## src/hw/rtcdao_pkg.sv

```systemverilog
// Constants shared by the day alarm and frequency correction block
`default_nettype none

package rtcdao_pkg;

  // Register indices; byte address is four times the index
  localparam logic [7:0] IDX_DAY_ALARM = 8'h0C;
  localparam logic [7:0] IDX_WEEKDAY_ALARM = 8'h0D;
  localparam logic [7:0] IDX_FREQ_CORR = 8'h0E;
  localparam logic [7:0] IDX_CONTROL = 8'h10;
  localparam logic [7:0] IDX_IRQ_STATUS = 8'h11;
  localparam logic [7:0] IDX_IRQ_MASK = 8'h12;

  // Field positions
  localparam int DISABLE_BIT = 7;
  localparam int MODE_BIT = 7;
  localparam int DAY_MSB = 5;
  localparam int WEEKDAY_MSB = 2;
  localparam int OFFSET_MSB = 6;
  localparam int CIE_BIT = 0;
  localparam int ST_ALARM_BIT = 0;
  localparam int ST_CORR_BIT = 1;
  localparam int IRQ_BITS = 2;

  // Reset values
  localparam logic [7:0] DAY_ALARM_RST = 8'h80;
  localparam logic [7:0] WEEKDAY_ALARM_RST = 8'h80;
  localparam logic [7:0] FREQ_CORR_RST = 8'h00;
  localparam logic [7:0] CONTROL_RST = 8'h00;
  localparam logic [IRQ_BITS-1:0] IRQ_RST = 2'h0;

  // Timebase figures, in timebase ticks and seconds
  localparam int TICKS_PER_SECOND = 32768;
  localparam int TWO_HOURS_S = 7200;
  localparam int MINUTE_S = 60;
  // Correction cycles per interval per LSB: 4.34 ppm and 4.069 ppm
  localparam int CYCLES_PER_TWO_HOURS = 1024;
  localparam int CYCLES_PER_MINUTE = 8;
  // Interrupt pulse is 1/4096 s
  localparam int INT_PULSE_DIV = 4096;
  localparam int INT_PULSE_TICKS = TICKS_PER_SECOND / INT_PULSE_DIV;
  localparam int PULSE_SPACING_TICKS = 2 * INT_PULSE_TICKS;

  typedef enum logic [1:0] {
    CORR_IDLE = 2'h0,
    CORR_APPLY = 2'h1,
    CORR_SPACE = 2'h2
  } rtcdao_corr_state_t;

endpackage : rtcdao_pkg

`default_nettype wire

```

## src/hw/rtcdao_alarm_match.sv

```systemverilog
// Day and weekday alarm comparator
`default_nettype none

module rtcdao_alarm_match (
  input wire logic [7:0] day_alarm,
  input wire logic [7:0] weekday_alarm,
  input wire logic [5:0] day_bcd,
  input wire logic [2:0] weekday,
  output logic match
);

  logic day_ok;
  logic weekday_ok;
  logic any_enabled;

  always_comb begin
    // Disabled fields never block a match
    day_ok = day_alarm[rtcdao_pkg::DISABLE_BIT] ||
             (day_alarm[rtcdao_pkg::DAY_MSB:0] == day_bcd);
    weekday_ok = weekday_alarm[rtcdao_pkg::DISABLE_BIT] ||
                 (weekday_alarm[rtcdao_pkg::WEEKDAY_MSB:0] == weekday);
    // With every field disabled there is no alarm at all
    any_enabled = !day_alarm[rtcdao_pkg::DISABLE_BIT] ||
                  !weekday_alarm[rtcdao_pkg::DISABLE_BIT];
    match = day_ok && weekday_ok && any_enabled;
  end

endmodule : rtcdao_alarm_match

`default_nettype wire

```

## src/hw/rtcdao_pulse_timer.sv

```systemverilog
// Stretches one correction pulse to a 1/4096 s interrupt pulse
`default_nettype none

module rtcdao_pulse_timer (
  input wire logic clk,
  input wire logic rst,
  input wire logic tick,
  input wire logic start,
  output logic active
);

  logic [3:0] remain;

  always_ff @(posedge clk) begin
    if (rst) begin
      remain <= 4'h0;
    end else if (start) begin
      remain <= 4'(rtcdao_pkg::INT_PULSE_TICKS);
    end else if (tick && remain != 4'h0) begin
      remain <= remain - 4'h1;
    end
  end

  assign active = (remain != 4'h0);

endmodule : rtcdao_pulse_timer

`default_nettype wire

```

## src/hw/rtcdao_top.sv

```systemverilog
// Day alarm, weekday alarm and frequency correction with Wishbone registers
//
// Added by the designer: the Wishbone interface to the registers.
`default_nettype none

// Operation
// - Day alarm bit 7 disables; resets set
// - Day alarm bits 5..0 hold BCD day
// - Weekday alarm bit 7 disables; bits 2..0 weekday
// - Offset bit 7 picks two-hour or minute
// - Offset bits 6..0 signed, reset zero
// - LSB worth 4.34 or 4.069 ppm
// - Correction inserts or removes timebase pulses
// - Correction enable gives 1/4096 s low pulse
// - One interrupt pulse per correction pulse
// - Current day and weekday compared in BCD
module rtcdao_top #(
  parameter int SECOND_TICKS = rtcdao_pkg::TICKS_PER_SECOND,
  parameter int TWO_HOUR_CYCLE_TICKS = rtcdao_pkg::TWO_HOURS_S *
    rtcdao_pkg::TICKS_PER_SECOND / rtcdao_pkg::CYCLES_PER_TWO_HOURS,
  parameter int MINUTE_CYCLE_TICKS = rtcdao_pkg::MINUTE_S *
    rtcdao_pkg::TICKS_PER_SECOND / rtcdao_pkg::CYCLES_PER_MINUTE
) (
  input wire logic CLOCK,
  input wire logic RST,
  input wire logic TICK_32K,
  input wire logic [5:0] DAY_BCD,
  input wire logic [2:0] WEEKDAY,
  input wire logic [7:0] ADR_I,
  input wire logic [31:0] DAT_I,
  input wire logic WE_I,
  input wire logic [3:0] SEL_I,
  input wire logic CYC_I,
  input wire logic STB_I,
  output logic [31:0] DAT_O,
  output logic ACK_O,
  output logic IRQ,
  output logic INT_N,
  output logic ALARM,
  output logic SECOND_TICK
);

  // Registers
  logic [7:0] day_alarm;
  logic [7:0] weekday_alarm;
  logic [7:0] freq_corr;
  logic [7:0] control;
  logic [rtcdao_pkg::IRQ_BITS-1:0] irq_status;
  logic [rtcdao_pkg::IRQ_BITS-1:0] irq_mask;

  // Bus decode
  logic bus_req;
  logic bus_write;
  logic lane0_write;
  logic [7:0] next_read;

  // Correction machinery
  rtcdao_pkg::rtcdao_corr_state_t corr_state;
  rtcdao_pkg::rtcdao_corr_state_t next_corr_state;
  logic [17:0] cycle_cnt;
  logic [17:0] cycle_last;
  logic cycle_end;
  logic [6:0] pending;
  logic [6:0] offset_mag;
  logic insert_mode;
  logic [3:0] gap_cnt;
  logic apply_now;
  logic [16:0] prescaler;
  logic [16:0] next_prescaler;
  logic [1:0] prescaler_inc;
  logic second_wrap;

  // Alarm and interrupt pulse
  logic match;
  logic match_prev;
  logic int_active;
  logic correction_irq_enable;
  logic day_alarm_disable;
  logic weekday_alarm_disable;

  assign correction_irq_enable = control[rtcdao_pkg::CIE_BIT];
  assign day_alarm_disable = day_alarm[rtcdao_pkg::DISABLE_BIT];
  assign weekday_alarm_disable = weekday_alarm[rtcdao_pkg::DISABLE_BIT];

  // Classic Wishbone: ack one cycle after the strobe, dropped the next
  assign bus_req = CYC_I && STB_I && !ACK_O;
  assign bus_write = bus_req && WE_I;
  assign lane0_write = bus_write && SEL_I[0];

  function automatic logic hit(input logic [7:0] adr, input logic [7:0] idx);
    hit = (adr == {idx[5:0], 2'b00});
  endfunction : hit

  always_ff @(posedge CLOCK) begin
    if (RST) begin
      ACK_O <= 1'b0;
    end else begin
      ACK_O <= bus_req;
    end
  end

  always_comb begin
    next_read = 8'h00;
    if (hit(ADR_I, rtcdao_pkg::IDX_DAY_ALARM)) begin
      // Unused bit 6 reads zero
      next_read = {day_alarm_disable, 1'b0, day_alarm[rtcdao_pkg::DAY_MSB:0]};
    end else if (hit(ADR_I, rtcdao_pkg::IDX_WEEKDAY_ALARM)) begin
      next_read = {weekday_alarm_disable, 4'h0,
                   weekday_alarm[rtcdao_pkg::WEEKDAY_MSB:0]};
    end else if (hit(ADR_I, rtcdao_pkg::IDX_FREQ_CORR)) begin
      next_read = freq_corr;
    end else if (hit(ADR_I, rtcdao_pkg::IDX_CONTROL)) begin
      next_read = {7'h00, correction_irq_enable};
    end else if (hit(ADR_I, rtcdao_pkg::IDX_IRQ_STATUS)) begin
      next_read = {6'h00, irq_status};
    end else if (hit(ADR_I, rtcdao_pkg::IDX_IRQ_MASK)) begin
      next_read = {6'h00, irq_mask};
    end
  end

  always_ff @(posedge CLOCK) begin
    if (RST) begin
      DAT_O <= 32'h0000_0000;
    end else if (bus_req && !WE_I) begin
      DAT_O <= {24'h000000, next_read};
    end
  end

  // Alarm registers
  always_ff @(posedge CLOCK) begin
    if (RST) begin
      day_alarm <= rtcdao_pkg::DAY_ALARM_RST;
      weekday_alarm <= rtcdao_pkg::WEEKDAY_ALARM_RST;
    end else begin
      if (lane0_write && hit(ADR_I, rtcdao_pkg::IDX_DAY_ALARM)) begin
        day_alarm <= {DAT_I[rtcdao_pkg::DISABLE_BIT], 1'b0,
                      DAT_I[rtcdao_pkg::DAY_MSB:0]};
      end
      if (lane0_write && hit(ADR_I, rtcdao_pkg::IDX_WEEKDAY_ALARM)) begin
        weekday_alarm <= {DAT_I[rtcdao_pkg::DISABLE_BIT], 4'h0,
                          DAT_I[rtcdao_pkg::WEEKDAY_MSB:0]};
      end
    end
  end

  // Offset and control registers
  always_ff @(posedge CLOCK) begin
    if (RST) begin
      freq_corr <= rtcdao_pkg::FREQ_CORR_RST;
      control <= rtcdao_pkg::CONTROL_RST;
    end else begin
      if (lane0_write && hit(ADR_I, rtcdao_pkg::IDX_FREQ_CORR)) begin
        freq_corr <= DAT_I[7:0];
      end
      if (lane0_write && hit(ADR_I, rtcdao_pkg::IDX_CONTROL)) begin
        control <= {7'h00, DAT_I[rtcdao_pkg::CIE_BIT]};
      end
    end
  end

  // Alarm comparison against the calendar's BCD counters
  rtcdao_alarm_match u_match (
    .day_alarm(day_alarm),
    .weekday_alarm(weekday_alarm),
    .day_bcd(DAY_BCD),
    .weekday(WEEKDAY),
    .match(match)
  );

  always_ff @(posedge CLOCK) begin
    if (RST) begin
      match_prev <= 1'b0;
      ALARM <= 1'b0;
    end else begin
      match_prev <= match;
      ALARM <= match;
    end
  end

  // Correction cycle period depends on the interval mode
  assign cycle_last = freq_corr[rtcdao_pkg::MODE_BIT] ?
                      18'(MINUTE_CYCLE_TICKS - 1) :
                      18'(TWO_HOUR_CYCLE_TICKS - 1);
  assign cycle_end = TICK_32K && (cycle_cnt >= cycle_last);

  // Spreading 1024 or 8 cycles over the interval gives 4.34 or 4.069 ppm per LSB
  always_ff @(posedge CLOCK) begin
    if (RST) begin
      cycle_cnt <= 18'h00000;
    end else if (cycle_end) begin
      cycle_cnt <= 18'h00000;
    end else if (TICK_32K) begin
      cycle_cnt <= cycle_cnt + 18'h00001;
    end
  end

  // Two's complement magnitude; -64 gives 64, which still fits seven bits
  always_comb begin
    if (freq_corr[rtcdao_pkg::OFFSET_MSB]) begin
      offset_mag = 7'(~freq_corr[rtcdao_pkg::OFFSET_MSB:0] + 7'h01);
    end else begin
      offset_mag = freq_corr[rtcdao_pkg::OFFSET_MSB:0];
    end
  end

  always_comb begin
    next_corr_state = corr_state;
    case (corr_state)
      rtcdao_pkg::CORR_IDLE: begin
        if (cycle_end && offset_mag != 7'h00) begin
          next_corr_state = rtcdao_pkg::CORR_APPLY;
        end
      end
      rtcdao_pkg::CORR_APPLY: begin
        if (TICK_32K) begin
          next_corr_state = rtcdao_pkg::CORR_SPACE;
        end
      end
      rtcdao_pkg::CORR_SPACE: begin
        // Applying tick is the first of the spacing, so pulses start 16 ticks apart
        if (TICK_32K && gap_cnt == 4'(rtcdao_pkg::PULSE_SPACING_TICKS - 2)) begin
          // Spacing keeps each interrupt pulse separate
          if (pending == 7'h00) begin
            next_corr_state = rtcdao_pkg::CORR_IDLE;
          end else begin
            next_corr_state = rtcdao_pkg::CORR_APPLY;
          end
        end
      end
      default: begin
        next_corr_state = rtcdao_pkg::CORR_IDLE;
      end
    endcase
  end

  always_ff @(posedge CLOCK) begin
    if (RST) begin
      corr_state <= rtcdao_pkg::CORR_IDLE;
    end else begin
      corr_state <= next_corr_state;
    end
  end

  assign apply_now = (corr_state == rtcdao_pkg::CORR_APPLY) && TICK_32K;

  // Offset is latched at cycle start; a rewrite mid-cycle waits for the next one
  always_ff @(posedge CLOCK) begin
    if (RST) begin
      pending <= 7'h00;
      insert_mode <= 1'b0;
    end else if (corr_state == rtcdao_pkg::CORR_IDLE && cycle_end) begin
      pending <= offset_mag;
      insert_mode <= !freq_corr[rtcdao_pkg::OFFSET_MSB];
    end else if (apply_now) begin
      pending <= pending - 7'h01;
    end
  end

  always_ff @(posedge CLOCK) begin
    if (RST) begin
      gap_cnt <= 4'h0;
    end else if (apply_now) begin
      gap_cnt <= 4'h0;
    end else if (corr_state == rtcdao_pkg::CORR_SPACE && TICK_32K) begin
      gap_cnt <= gap_cnt + 4'h1;
    end
  end

  // Positive offset inserts a pulse and shortens the second; negative removes one
  always_comb begin
    prescaler_inc = 2'h1;
    if (apply_now) begin
      prescaler_inc = insert_mode ? 2'h2 : 2'h0;
    end
    next_prescaler = prescaler + {15'h0000, prescaler_inc};
    second_wrap = TICK_32K && (next_prescaler >= 17'(SECOND_TICKS));
  end

  always_ff @(posedge CLOCK) begin
    if (RST) begin
      prescaler <= 17'h00000;
    end else if (second_wrap) begin
      prescaler <= next_prescaler - 17'(SECOND_TICKS);
    end else if (TICK_32K) begin
      prescaler <= next_prescaler;
    end
  end

  always_ff @(posedge CLOCK) begin
    if (RST) begin
      SECOND_TICK <= 1'b0;
    end else begin
      SECOND_TICK <= second_wrap;
    end
  end

  // One stretched pulse per applied correction pulse
  rtcdao_pulse_timer u_pulse (
    .clk(CLOCK),
    .rst(RST),
    .tick(TICK_32K),
    .start(apply_now),
    .active(int_active)
  );

  always_ff @(posedge CLOCK) begin
    if (RST) begin
      INT_N <= 1'b1;
    end else begin
      INT_N <= !(int_active && correction_irq_enable);
    end
  end

  // Sticky status: a new event beats a simultaneous write-one clear
  always_ff @(posedge CLOCK) begin
    if (RST) begin
      irq_status <= rtcdao_pkg::IRQ_RST;
    end else begin
      if (lane0_write && hit(ADR_I, rtcdao_pkg::IDX_IRQ_STATUS)) begin
        irq_status <= irq_status & ~DAT_I[rtcdao_pkg::IRQ_BITS-1:0];
      end
      if (match && !match_prev) begin
        irq_status[rtcdao_pkg::ST_ALARM_BIT] <= 1'b1;
      end
      if (apply_now) begin
        irq_status[rtcdao_pkg::ST_CORR_BIT] <= 1'b1;
      end
    end
  end

  always_ff @(posedge CLOCK) begin
    if (RST) begin
      irq_mask <= rtcdao_pkg::IRQ_RST;
    end else if (lane0_write && hit(ADR_I, rtcdao_pkg::IDX_IRQ_MASK)) begin
      irq_mask <= DAT_I[rtcdao_pkg::IRQ_BITS-1:0];
    end
  end

  always_ff @(posedge CLOCK) begin
    if (RST) begin
      IRQ <= 1'b0;
    end else begin
      IRQ <= |(irq_status & irq_mask);
    end
  end

endmodule : rtcdao_top

`default_nettype wire

```

## config.mk

```make
export PLATFORM = sky130hd
export DESIGN_NAME = rtcdao_top
export DESIGN_NICKNAME = d
export VERILOG_FILES = /design/src/hw/rtcdao_pkg.sv /design/src/hw/rtcdao_alarm_match.sv /design/src/hw/rtcdao_pulse_timer.sv /design/src/hw/rtcdao_top.sv
export SDC_FILE = /design/constraint.sdc
export NUM_CORES = 1
export LEC_CHECK = 0
export BUFFER_PORTS_ARGS = -buffer_cell sky130_fd_sc_hd__buf_2
export CAP_MARGIN = 20
export CORE_ASPECT_RATIO = 1.1
export CORE_UTILIZATION = 48
export DETAILED_ROUTE_END_ITERATION = 7
export HOLD_SLACK_MARGIN = 0.1
export PLACE_DENSITY = 0.71
export SYNTH_ARGS = -nofsm -noshare
export SYNTH_HDL_FRONTEND = slang
export SYNTH_SLANG_ARGS = --single-unit
```

## constraint.sdc

```tcl
create_clock -name CLOCK -period 4.8 [get_ports CLOCK]
set_clock_uncertainty 0.15 [all_clocks]
set_input_delay 0.96 -clock CLOCK [delete_from_list [all_inputs] [get_ports CLOCK]]
set_output_delay 0.96 -clock CLOCK [all_outputs]
set_load 0.1 [all_outputs]
```

==> flow_summary.ini, run 1 <==
[yosys]
post_synth_instance_area_mm2 = 0.00498
synth.avg_cell_area_um2 = 8.50
syn-instance-count = 586
ys.flop_type = sky130_fd_sc_hd__dfxtp_1
synth_largest_type_area_fraction_pct = 36.2
netlist.top_cell.by_area = sky130_fd_sc_hd__dfxtp_1
synth-seq-area-share_pct = 36.2
synth.yosys.warnings = 0
asyncSetResetFlopFracSynth_pct = 0
synth_enable_flop_cells = 0
synth.ff_latch_count = 90
synth.area.top_cells = sky130_fd_sc_hd__dfxtp_1 (36%), sky130_fd_sc_hd__nor2_1 (7.2%), sky130_fd_sc_hd__xnor2_1 (4.7%)
netlist-cell-type-count = 71

[drt]
route.final.wire_length_mm = 9.99
drt_first_iter_violations = 212
route.vias.total = 4105
ant_nets = 0
detail_route.vias_per_cell = 5.52
post-route-drc-count = 0
wire_per_inst_um = 13.4
first_pass_iters = 5

[place]
dp_slack_ns = 0.628
post-dp-hpwl_mm = 7.46
placedCellCount = 727
placed_instance_area_mm2 = 0.00516
gpl.final_weighted_congestion = 0.825
port_buffers = 44

[cts]
post-cts-setup-buffers = 0
cts_htree_levels = 3
clk_pin_slew_worst_paths_ns = 0.09
clock_tree_from_tritoncts = built
cts-buffers-inserted = 9
clock_sinks = 90
clock_latency_ns = 0.36
post_cts_resize_count = 0
cts.hold.buffers_added = 0
clk_root_buffer_cell = sky130_fd_sc_hd__clkbuf_8
cts-root-to-sink-buffers = 2

[power]
pwr_density_cell_mw_per_mm2 = 307
ir_drop_uv = 182
power_leakage_uw = 0.00208

[worst_setup_path]
worstPathArrival_ns = 3.93
cp_max_fo = 10
startpoint = TICK_32K
cp_data_required_time_ns = 4.91
worstPathCellList = buf_2 > nor2b_4 > and2_4 > inv_4 > ha_1 > inv_1 > fa_1 > nand4b_1 > nor4_1 > xnor2_1 > ha_1 > mux2_2 > a311oi_1
critical_path.slowest_cell = sky130_fd_sc_hd__fa_1
worst_path_most_repeated_cell = sky130_fd_sc_hd__ha_1
worst_path_dominant_cell_family = simple AND/OR/NAND/NOR gates
regToRegStartpoint = corr_state[1]$_SDFFE_PP0P_
cpPeakStageDelay_ns = 0.43
setup.worst_path.start_class = input pin
crit_path_end_kind = flip-flop
path_class = in2reg
worstPathBufferInverterCount = 3

[sta]
tightestPinTransition_ns = 0.701
grt_setup_unrepaired = no
relSlewSlack_pct = 52.6
finalWorstSetupSlack_ns = 0.981
holdWs_ns = 0.302
fin_setup_tns_ns = 0
report.final.slew_viol_count = 0
fin_crit_ns = 3.82
maxClockFrequency_mhz = 262
final_cycle_share_pct = 79.6
timing_hold_violations_final = 0
finalSetupViolations = 0

[floorplan]
initial_utilization_pct = 49.9
overall_die_width_um = 99.1
dieArea_mm2 = 0.0108
die_height_um = 109
core_mm2 = 0.00998
floorplan.io_pins = 96
floorplan.rows = 38

[cells_and_area]
layout.cells.most_common = sky130_fd_sc_hd__nor2_1
stdcell_count = 743
n_antenna_cell = 0
most_used_cells_in_the_layout_excluding_fill_and_tap_cells = sky130_fd_sc_hd__nor2_1 (96), sky130_fd_sc_hd__dfxtp_1 (90), sky130_fd_sc_hd__buf_2 (44)
finalInstanceArea_mm2 = 0.00541
layout.nets = 691
syn2layout_area_growth_pct = 8.54
share_of_final_layout_standard_cells_stronger_than_drive_strength_1_pct = 13.8

[hold_path]
hp_class = reg2reg
min_from = control[0]$_SDFFE_PP0P_

[grt]
grt_use_total_pct = 19.7
via_count_of_the_first_global_routing_pass = 3848
grt_start_max_net_pins = 46
grt.overflow.total = 0
initial_antenna_violation_count = 0
grt_first_pass_wirelength_mm = 17.4

[outcome]
status = finished clean

[job]
cap_viol_max_count = 0
## path summary, 6_finish.rpt
kind	to	slack (ns)	depth (start not counted)
max	prescaler[16]$_SDFFE_PP0P_	0.98	13
min	INT_N$_SDFF_PP1_	0.30	1
max reg2reg	prescaler[16]$_SDFFE_PP0P_	1.18	12
min reg2reg	INT_N$_SDFF_PP1_	0.30	1
## registers in the layout, indices dropped and copies added, names as in the netlist, 7 cells and up
name,flops
DAT_O,8
cycle_cnt,18
day_alarm,7
freq_corr,8
pending,7
prescaler,17
## synthesized netlist by cell type (6+ instances only)
| cell type | count |
|---|---|
| sky130_fd_sc_hd__buf_2 | 6 |
| sky130_fd_sc_hd__a31oi_1 | 6 |
| sky130_fd_sc_hd__nand4_1 | 12 |
| sky130_fd_sc_hd__xor2_1 | 24 |
| sky130_fd_sc_hd__inv_1 | 23 |
| sky130_fd_sc_hd__clkbuf_1 | 12 |
| sky130_fd_sc_hd__a21oi_1 | 27 |
| sky130_fd_sc_hd__nor3_1 | 16 |
| sky130_fd_sc_hd__dfxtp_1 | 90 |
| sky130_fd_sc_hd__nand2_1 | 34 |
| sky130_fd_sc_hd__nand3b_1 | 6 |
| sky130_fd_sc_hd__xnor2_1 | 27 |
| sky130_fd_sc_hd__nand3_1 | 25 |
| sky130_fd_sc_hd__ha_1 | 13 |
| sky130_fd_sc_hd__buf_4 | 27 |
| sky130_fd_sc_hd__and3_1 | 9 |
| sky130_fd_sc_hd__nor2_1 | 96 |
| sky130_fd_sc_hd__o21ai_0 | 14 |
| sky130_fd_sc_hd__nor2b_1 | 7 |
| sky130_fd_sc_hd__mux2i_1 | 20 |
## metrics by stage
step | total power, µW | utilization [%]
after detailed placement | 1050 | 51.6
after floorplan | 1020 | -
after global placement | 1040 | 51.6
final | 1660 | 54.1
after global routing | 1740 | 54.1
after CTS | 1680 | 54.1
## cell families after synthesis
group	synth area share, %
flops	36.2
fa+ha+maj	3.67
compound gates	12.9
mux	4.70
other cells	0.0753
simple gates	25.3
buf+inv	7.81
xor+xnor	9.29
## cell type report
| type | count | area, µm² |
|---|---|---|
| fill | 925 | 4580 |
| tap | 120 | 150 |
| timing repair buffer | 46 | 235 |
| sequential | 90 | 1800 |
| clock inverter | 6 | 113 |
| inverter | 24 | 92.6 |
| multi-input combinational | 447 | 2880 |
| clock buffer | 10 | 138 |
## where the power goes
part           leakage, µW  switching, µW  total (µW)  internal (µW)
sequential        0.000727           14.4         779            765
clock             0.000127            272         634            362
combinational      0.00122            186         248           62.3
## layer usage
layer	track usage [%]	share of wire (%)	up-vias	routed length [µm]
met4	5.88	0.59	0	59
li1	-	-	2068	-
met3	4.10	4.6	10	455
met1	24.7	45	1926	4460
met2	34.2	50	101	5020
met5	0	0	-	0
Power figures use the tool's default switching activity.
==> inputs of run 2 (changes only) <==
--- a/config.mk
+++ b/config.mk
@@ -5,13 +5,14 @@
 export SDC_FILE = /design/constraint.sdc
 export NUM_CORES = 1
 export LEC_CHECK = 0
+export ABC_AREA = 1
 export BUFFER_PORTS_ARGS = -buffer_cell sky130_fd_sc_hd__buf_2
 export CAP_MARGIN = 20
 export CORE_ASPECT_RATIO = 1.1
 export CORE_UTILIZATION = 48
 export DETAILED_ROUTE_END_ITERATION = 7
 export HOLD_SLACK_MARGIN = 0.1
-export PLACE_DENSITY = 0.71
+export PLACE_DENSITY = 0.74
 export SYNTH_ARGS = -nofsm -noshare
 export SYNTH_HDL_FRONTEND = slang
 export SYNTH_SLANG_ARGS = --single-unit
==> constraint.sdc (replaced) <==
create_clock -name CLOCK -period 3.2 [get_ports CLOCK]
set_clock_uncertainty 0.15 [all_clocks]
set_input_delay 0.64 -clock CLOCK [delete_from_list [all_inputs] [get_ports CLOCK]]
set_output_delay 0.64 -clock CLOCK [all_outputs]
set_load 0.1 [all_outputs]
==> flow_summary.ini, run 2 <==
[sta]
grt_setup_unrepaired = no
report.final.slew_viol_count = 0
timing_hold_violations_final = 0
relSlewSlack_pct = 60.3
finalSetupViolations = 0
finalWorstSetupSlack_ns = 0.452
fin_setup_tns_ns = 0
final_cycle_share_pct = 85.9
fin_crit_ns = 2.75
tightestPinTransition_ns = 0.596
holdWs_ns = 0.312
maxClockFrequency_mhz = 364

[drt]
wl_met2_mm = 5.10
ant_nets = 0
post-route-drc-count = 0
wirelength_met1_mm = 4.75
route.final.wire_length_mm = 10.4
detail_route.vias_per_cell = 5.12
first_pass_iters = 5
top_layer = met4
wire_per_inst_um = 11.6
routed-wl-met3_um = 409
drt_first_iter_violations = 203
route.vias.total = 4605

[floorplan]
overall_die_width_um = 99.3
floorplan.rows = 38
dieArea_mm2 = 0.0108
floorplan.io_pins = 96
core_mm2 = 0.00998
die_height_um = 109
initial_utilization_pct = 50.1

[yosys]
synth-simple-area-share_pct = 25.7
synth_largest_type_area_fraction_pct = 36.0
netlist-cell-type-count = 41
synth.ff_latch_count = 90
synth_enable_flop_cells = 0
post_synth_xor_area_fraction_pct = 5.25
yosys.cell_count.top_type = sky130_fd_sc_hd__nand2_1
ys.flop_type = sky130_fd_sc_hd__dfxtp_1
synth_compound_area_share_pct = 15.2
asyncSetResetFlopFracSynth_pct = 0
post_synth_instance_area_mm2 = 0.00500
synth-adder-area-share_pct = 3.65
synth.avg_cell_area_um2 = 6.84
netlist_top_cells_count = sky130_fd_sc_hd__nand2_1 (128), sky130_fd_sc_hd__inv_1 (115), sky130_fd_sc_hd__dfxtp_1 (90), sky130_fd_sc_hd__nor2_1 (85), sky130_fd_sc_hd__o21ai_0 (57)
synth-seq-area-share_pct = 36.0
syn-instance-count = 731
mux_share_of_post_synthesis_cell_area_pct = 0
largest_family_of_logic_cells_by_synthesized_area = simple AND/OR/NAND/NOR gates
synth.yosys.warnings = 0
synth.area.top_cells = sky130_fd_sc_hd__dfxtp_1 (36%), sky130_fd_sc_hd__nand2_1 (9.6%), sky130_fd_sc_hd__inv_1 (8.6%)
netlist.top_cell.by_area = sky130_fd_sc_hd__dfxtp_1

[place]
gpl.final_weighted_congestion = 0.919
placed_instance_area_mm2 = 0.00525
post-dp-hpwl_mm = 7.80
dp_slack_ns = 0.0646
port_buffers = 44

[grt]
via_count_of_the_first_global_routing_pass = 4309
grt.overflow.total = 0
grt_start_max_net_pins = 43
grt_first_pass_wirelength_mm = 18.2
grt_use_total_pct = 20.6
initial_antenna_violation_count = 0

[cts]
clock_sinks = 90
post_cts_resize_count = 0
clock_latency_ns = 0.37
clock_tree_from_tritoncts = built
clk_pin_slew_worst_paths_ns = 0.10
cts.hold.buffers_added = 0
clk_root_buffer_cell = sky130_fd_sc_hd__clkbuf_8
cts-buffers-inserted = 9
cts_htree_levels = 3
post-cts-setup-buffers = 0
cts-root-to-sink-buffers = 2

[power]
power.share.clock_pct = 30.6
power_leakage_uw = 0.00242
internal-power_uw = 1540
share_seq_of_total_power_pct = 52.0
ir_drop_uv = 237
p_sw_uw = 758
pwr_density_cell_mw_per_mm2 = 424
power.total_uw = 2300
combinational_group_share_of_total_power_pct = 17.4
switching_share_pct = 32.9

[worst_setup_path]
setup.worst_path.start_class = flip-flop
worstPathArrival_ns = 2.91
cp_max_fo = 4
crit_path_end_kind = flip-flop
regToRegStartpoint = corr_state[0]$_SDFFE_PP0P_
path_class = reg2reg
cp_data_required_time_ns = 3.36
startpoint = corr_state[0]$_SDFFE_PP0P_

[cells_and_area]
layout.nets = 847
finalInstanceArea_mm2 = 0.00542
share_of_final_layout_standard_cells_stronger_than_drive_strength_1_pct = 10.1
n_antenna_cell = 0
max_flop_register = cycle_cnt
layout.cells.most_common = sky130_fd_sc_hd__nand2_1
largest_reg_flops = 18
registers_with_the_highest_flip_flop_counts = cycle_cnt x18, prescaler x17
syn2layout_area_growth_pct = 8.38
most_used_cells_in_the_layout_excluding_fill_and_tap_cells = sky130_fd_sc_hd__nand2_1 (128), sky130_fd_sc_hd__inv_1 (115), sky130_fd_sc_hd__dfxtp_1 (90)

[hold_path]
hp_class = reg2reg
min_from = match_prev$_SDFF_PP0_

[job]
cap_viol_max_count = 0

[outcome]
status = finished clean
-- run 2: changes by cell type in the layout (fill, tap and decap cells not counted), sizes merged, moves of 8 or more --
cell,delta
o211ai,+11
nand2,+98
a21oi,+27
nor2b,-8
o21ai,+47
xnor2,-19
nand3,+12
a211oi,-8
mux2i,-20
inv,+92
-- run 2: layout make-up --
type | instances | area (µm²)
well taps | 120 | 150
clock buffers | 11 | 131
flip-flops and latches | 90 | 1800
multi-input cells | 504 | 2580
fillers | 995 | 4560
clock inverters | 5 | 40.0
repair buffers | 51 | 273
inverters | 118 | 443
-- run 2: power by group through the flow --
stage	Sequential, µW	Clock [µW]	Combinational, µW
global placement	1220	0	385
floorplan	1250	0	322
finish	1200	704	401
global route	1200	772	445
detailed placement	1220	0	399
CTS	1200	723	400
-- run 2: final timing paths --
check,slack [ns],cells after the start,end
min,0.31,1,irq_status[0]$_SDFFE_PP0P_
min reg2reg,0.31,1,irq_status[0]$_SDFFE_PP0P_
max reg2reg,0.45,16,prescaler[16]$_SDFFE_PP0P_
max,0.45,16,prescaler[16]$_SDFFE_PP0P_
-- run 2: cell families after synthesis --
kind of cell	Yosys count
and+or+nand+nor	297
AOI/OAI and AO/OA	139
adders and majority gates	14
xor gates and xnor gates	30
other	1
buffers and inverters	160
DFF	90
-- run 2: stage by stage --
stage	utilization (%)	instances
global placement	52.6	883
floorplan	-	754
finish	54.3	899
global route	54.3	899
CTS	54.3	899
detailed placement	52.6	883
-- run 2: critical path, cell delays in order, from the launching register on --
cell and delay [ns]:
sky130_fd_sc_hd__dfxtp_1 0.37, sky130_fd_sc_hd__nand2_1 0.10, sky130_fd_sc_hd__nor2_2 0.13, sky130_fd_sc_hd__inv_2 0.07
sky130_fd_sc_hd__nor2_1 0.14, sky130_fd_sc_hd__inv_1 0.08, sky130_fd_sc_hd__fa_1 0.47, sky130_fd_sc_hd__nor2_4 0.17
sky130_fd_sc_hd__nand2_2 0.11, sky130_fd_sc_hd__nor2_4 0.13, sky130_fd_sc_hd__nand3_2 0.08, sky130_fd_sc_hd__nand2_2 0.10
sky130_fd_sc_hd__ha_1 0.20, sky130_fd_sc_hd__inv_1 0.06, sky130_fd_sc_hd__o21ai_0 0.16, sky130_fd_sc_hd__inv_1 0.07
sky130_fd_sc_hd__a21oi_2 0.13
-- run 2: metal layers --
metal | global-route usage [%] | up-vias
met1 | 24.2 | 2112
met3 | 3.65 | 14
li1 | - | 2380
met5 | 0 | -
met4 | 8.19 | 0
met2 | 37.1 | 99
==> inputs of run 3 (changes only) <==
--- a/config.mk
+++ b/config.mk
@@ -8,11 +8,13 @@
 export ABC_AREA = 1
 export BUFFER_PORTS_ARGS = -buffer_cell sky130_fd_sc_hd__buf_2
 export CAP_MARGIN = 20
+export CELL_PAD_IN_SITES_DETAIL_PLACEMENT = 1
+export CELL_PAD_IN_SITES_GLOBAL_PLACEMENT = 1
 export CORE_ASPECT_RATIO = 1.1
-export CORE_UTILIZATION = 48
+export CORE_UTILIZATION = 36
 export DETAILED_ROUTE_END_ITERATION = 7
 export HOLD_SLACK_MARGIN = 0.1
-export PLACE_DENSITY = 0.74
+export PLACE_DENSITY_LB_ADDON = 0.1
 export SYNTH_ARGS = -nofsm -noshare
 export SYNTH_HDL_FRONTEND = slang
 export SYNTH_SLANG_ARGS = --single-unit
==> flow_summary.ini, run 3 (same netlist as run 2, synthesis figures left out) <==
[cts]
cts-buffers-inserted = 9
clock_sinks = 90
clock_tree_from_tritoncts = built
clock_latency_ns = 0.34
post_cts_resize_count = 0
post-cts-setup-buffers = 0
cts-root-to-sink-buffers = 2
clk_pin_slew_worst_paths_ns = 0.07
clk_root_buffer_cell = sky130_fd_sc_hd__clkbuf_16
cts_htree_levels = 3
cts.hold.buffers_added = 0

[grt]
grt_use_total_pct = 19.6
grt_first_pass_wirelength_mm = 22.5
grt.overflow.total = 0
initial_antenna_violation_count = 0
via_count_of_the_first_global_routing_pass = 4763
grt_start_max_net_pins = 34

[worst_setup_path]
setup.worst_path.start_class = flip-flop
cp_max_fo = 5
crit_path_end_kind = flip-flop
path_class = reg2reg
cp_data_required_time_ns = 3.28
worstPathArrival_ns = 2.88

[drt]
detail_route.vias_per_cell = 4.84
route.vias.total = 4670
drt_first_iter_violations = 115
routed-wl-met3_um = 284
route.final.wire_length_mm = 12.9
wire_per_inst_um = 13.4
top_layer = met4
ant_nets = 0
wl_met2_mm = 6.41
wirelength_met1_mm = 5.96
first_pass_iters = 4
post-route-drc-count = 0

[place]
gpl.final_weighted_congestion = 0.801
post-dp-hpwl_mm = 10.0
port_buffers = 44
dp_slack_ns = 0.00197

[sta]
fin_crit_ns = 2.80
timing_hold_violations_final = 0
relSlewSlack_pct = 55.1
report.final.slew_viol_count = 0
holdWs_ns = 0.306
final_cycle_share_pct = 87.5
grt_setup_unrepaired = no
fin_setup_tns_ns = 0
tightestPinTransition_ns = 0.673
finalWorstSetupSlack_ns = 0.400
finalSetupViolations = 0
maxClockFrequency_mhz = 357

[hold_path]
hp_class = reg2reg

[cells_and_area]
largest_reg_flops = 18
n_antenna_cell = 0
share_of_final_layout_standard_cells_stronger_than_drive_strength_1_pct = 10.5
layout.nets = 850
most_used_cells_in_the_layout_excluding_fill_and_tap_cells = sky130_fd_sc_hd__nand2_1 (128), sky130_fd_sc_hd__inv_1 (115), sky130_fd_sc_hd__dfxtp_1 (90)
max_flop_register = cycle_cnt
syn2layout_area_growth_pct = 12.4
registers_with_the_highest_flip_flop_counts = cycle_cnt x18, prescaler x17
layout.cells.most_common = sky130_fd_sc_hd__nand2_1
fillCellCount = 1786

[outcome]
status = finished clean

[floorplan]
core_mm2 = 0.0134
dieArea_mm2 = 0.0144
floorplan.rows = 44
die_height_um = 126
initial_utilization_pct = 37.4
overall_die_width_um = 114
floorplan.io_pins = 96

[power]
power_leakage_uw = 0.00249
pwr_density_cell_mw_per_mm2 = 465
ir_drop_uv = 229

[job]
cap_viol_max_count = 0
==> run 3: cell count changes in the layout (fill, tap and decap cells not counted), moves of 3 or more <==
cell,previous run,this run
sky130_fd_sc_hd__buf_4,7,10
sky130_fd_sc_hd__clkinv_2,0,3
sky130_fd_sc_hd__clkbuf_16,0,9
sky130_fd_sc_hd__clkbuf_8,9,2
sky130_fd_sc_hd__clkinvlp_4,3,0
==> run 3: where the power goes <==
| group | switching (µW) | total (µW) | internal (µW) |
|---|---|---|---|
| clock | 446 | 1010 | 562 |
| combinational | 313 | 412 | 98.4 |
| sequential | 36.5 | 1200 | 1160 |
| total | 796 | 2620 | 1820 |
==> run 3: per-layer routing <==
layer / vias to the layer above / track usage (%)
met5: - / 0
met4: 0 / 7.56
met3: 22 / 2.41
met2: 70 / 34.9
met1: 2189 / 23.8
li1: 2389 / -
==> run 3: critical path: stages (launching register included) <==
cell and delay, ns:
sky130_fd_sc_hd__dfxtp_1 0.38, sky130_fd_sc_hd__nand2_1 0.10, sky130_fd_sc_hd__nor2_2 0.12, sky130_fd_sc_hd__inv_2 0.07, sky130_fd_sc_hd__nor2_1 0.15, sky130_fd_sc_hd__inv_1 0.08, sky130_fd_sc_hd__fa_1 0.48, sky130_fd_sc_hd__nor2_4 0.19
sky130_fd_sc_hd__nand2_2 0.12, sky130_fd_sc_hd__nor2_4 0.13, sky130_fd_sc_hd__nand2_1 0.06, sky130_fd_sc_hd__nand2_1 0.08, sky130_fd_sc_hd__nand2_2 0.07, sky130_fd_sc_hd__ha_1 0.23, sky130_fd_sc_hd__inv_1 0.07, sky130_fd_sc_hd__o21ai_0 0.08
sky130_fd_sc_hd__inv_1 0.10, sky130_fd_sc_hd__a21oi_2 0.05
==> run 3: stage by stage <==
stage / cell area [µm²] / total power (µW) / std cells / util (%)
after floorplan: 5090 / 1570 / 754 / -
after global placement: 5350 / 1620 / 950 / 40.0
after detailed placement: 5350 / 1640 / 950 / 40.0
after CTS: 5620 / 2650 / 965 / 42.0
after global routing: 5620 / 2730 / 965 / 42.0
final: 5620 / 2620 / 965 / 42.0
==> run 3: final timing paths <==
check | startpoint | end | slack [ns] | cells after the start
worst max-delay path | corr_state[0]$_SDFFE_PP0P_ | prescaler[16]$_SDFFE_PP0P_ | 0.40 | 17
worst min-delay path | match_prev$_SDFF_PP0_ | irq_status[0]$_SDFFE_PP0P_ | 0.31 | 1
worst max register to register | corr_state[0]$_SDFFE_PP0P_ | prescaler[16]$_SDFFE_PP0P_ | 0.40 | 17
worst min register to register | match_prev$_SDFF_PP0_ | irq_status[0]$_SDFFE_PP0P_ | 0.31 | 1
==> run 3: cell type report <==
class / count / area, µm² / share of cell area [%]
multi-input combinational: 504 / 2580 / 45.9
clock buffer: 12 / 256 / 4.56
clock inverter: 3 / 15.0 / 0.267
sequential: 90 / 1800 / 32.0
tap: 184 / 230 / 4.09
timing repair buffer: 54 / 295 / 5.25
inverter: 118 / 443 / 7.88
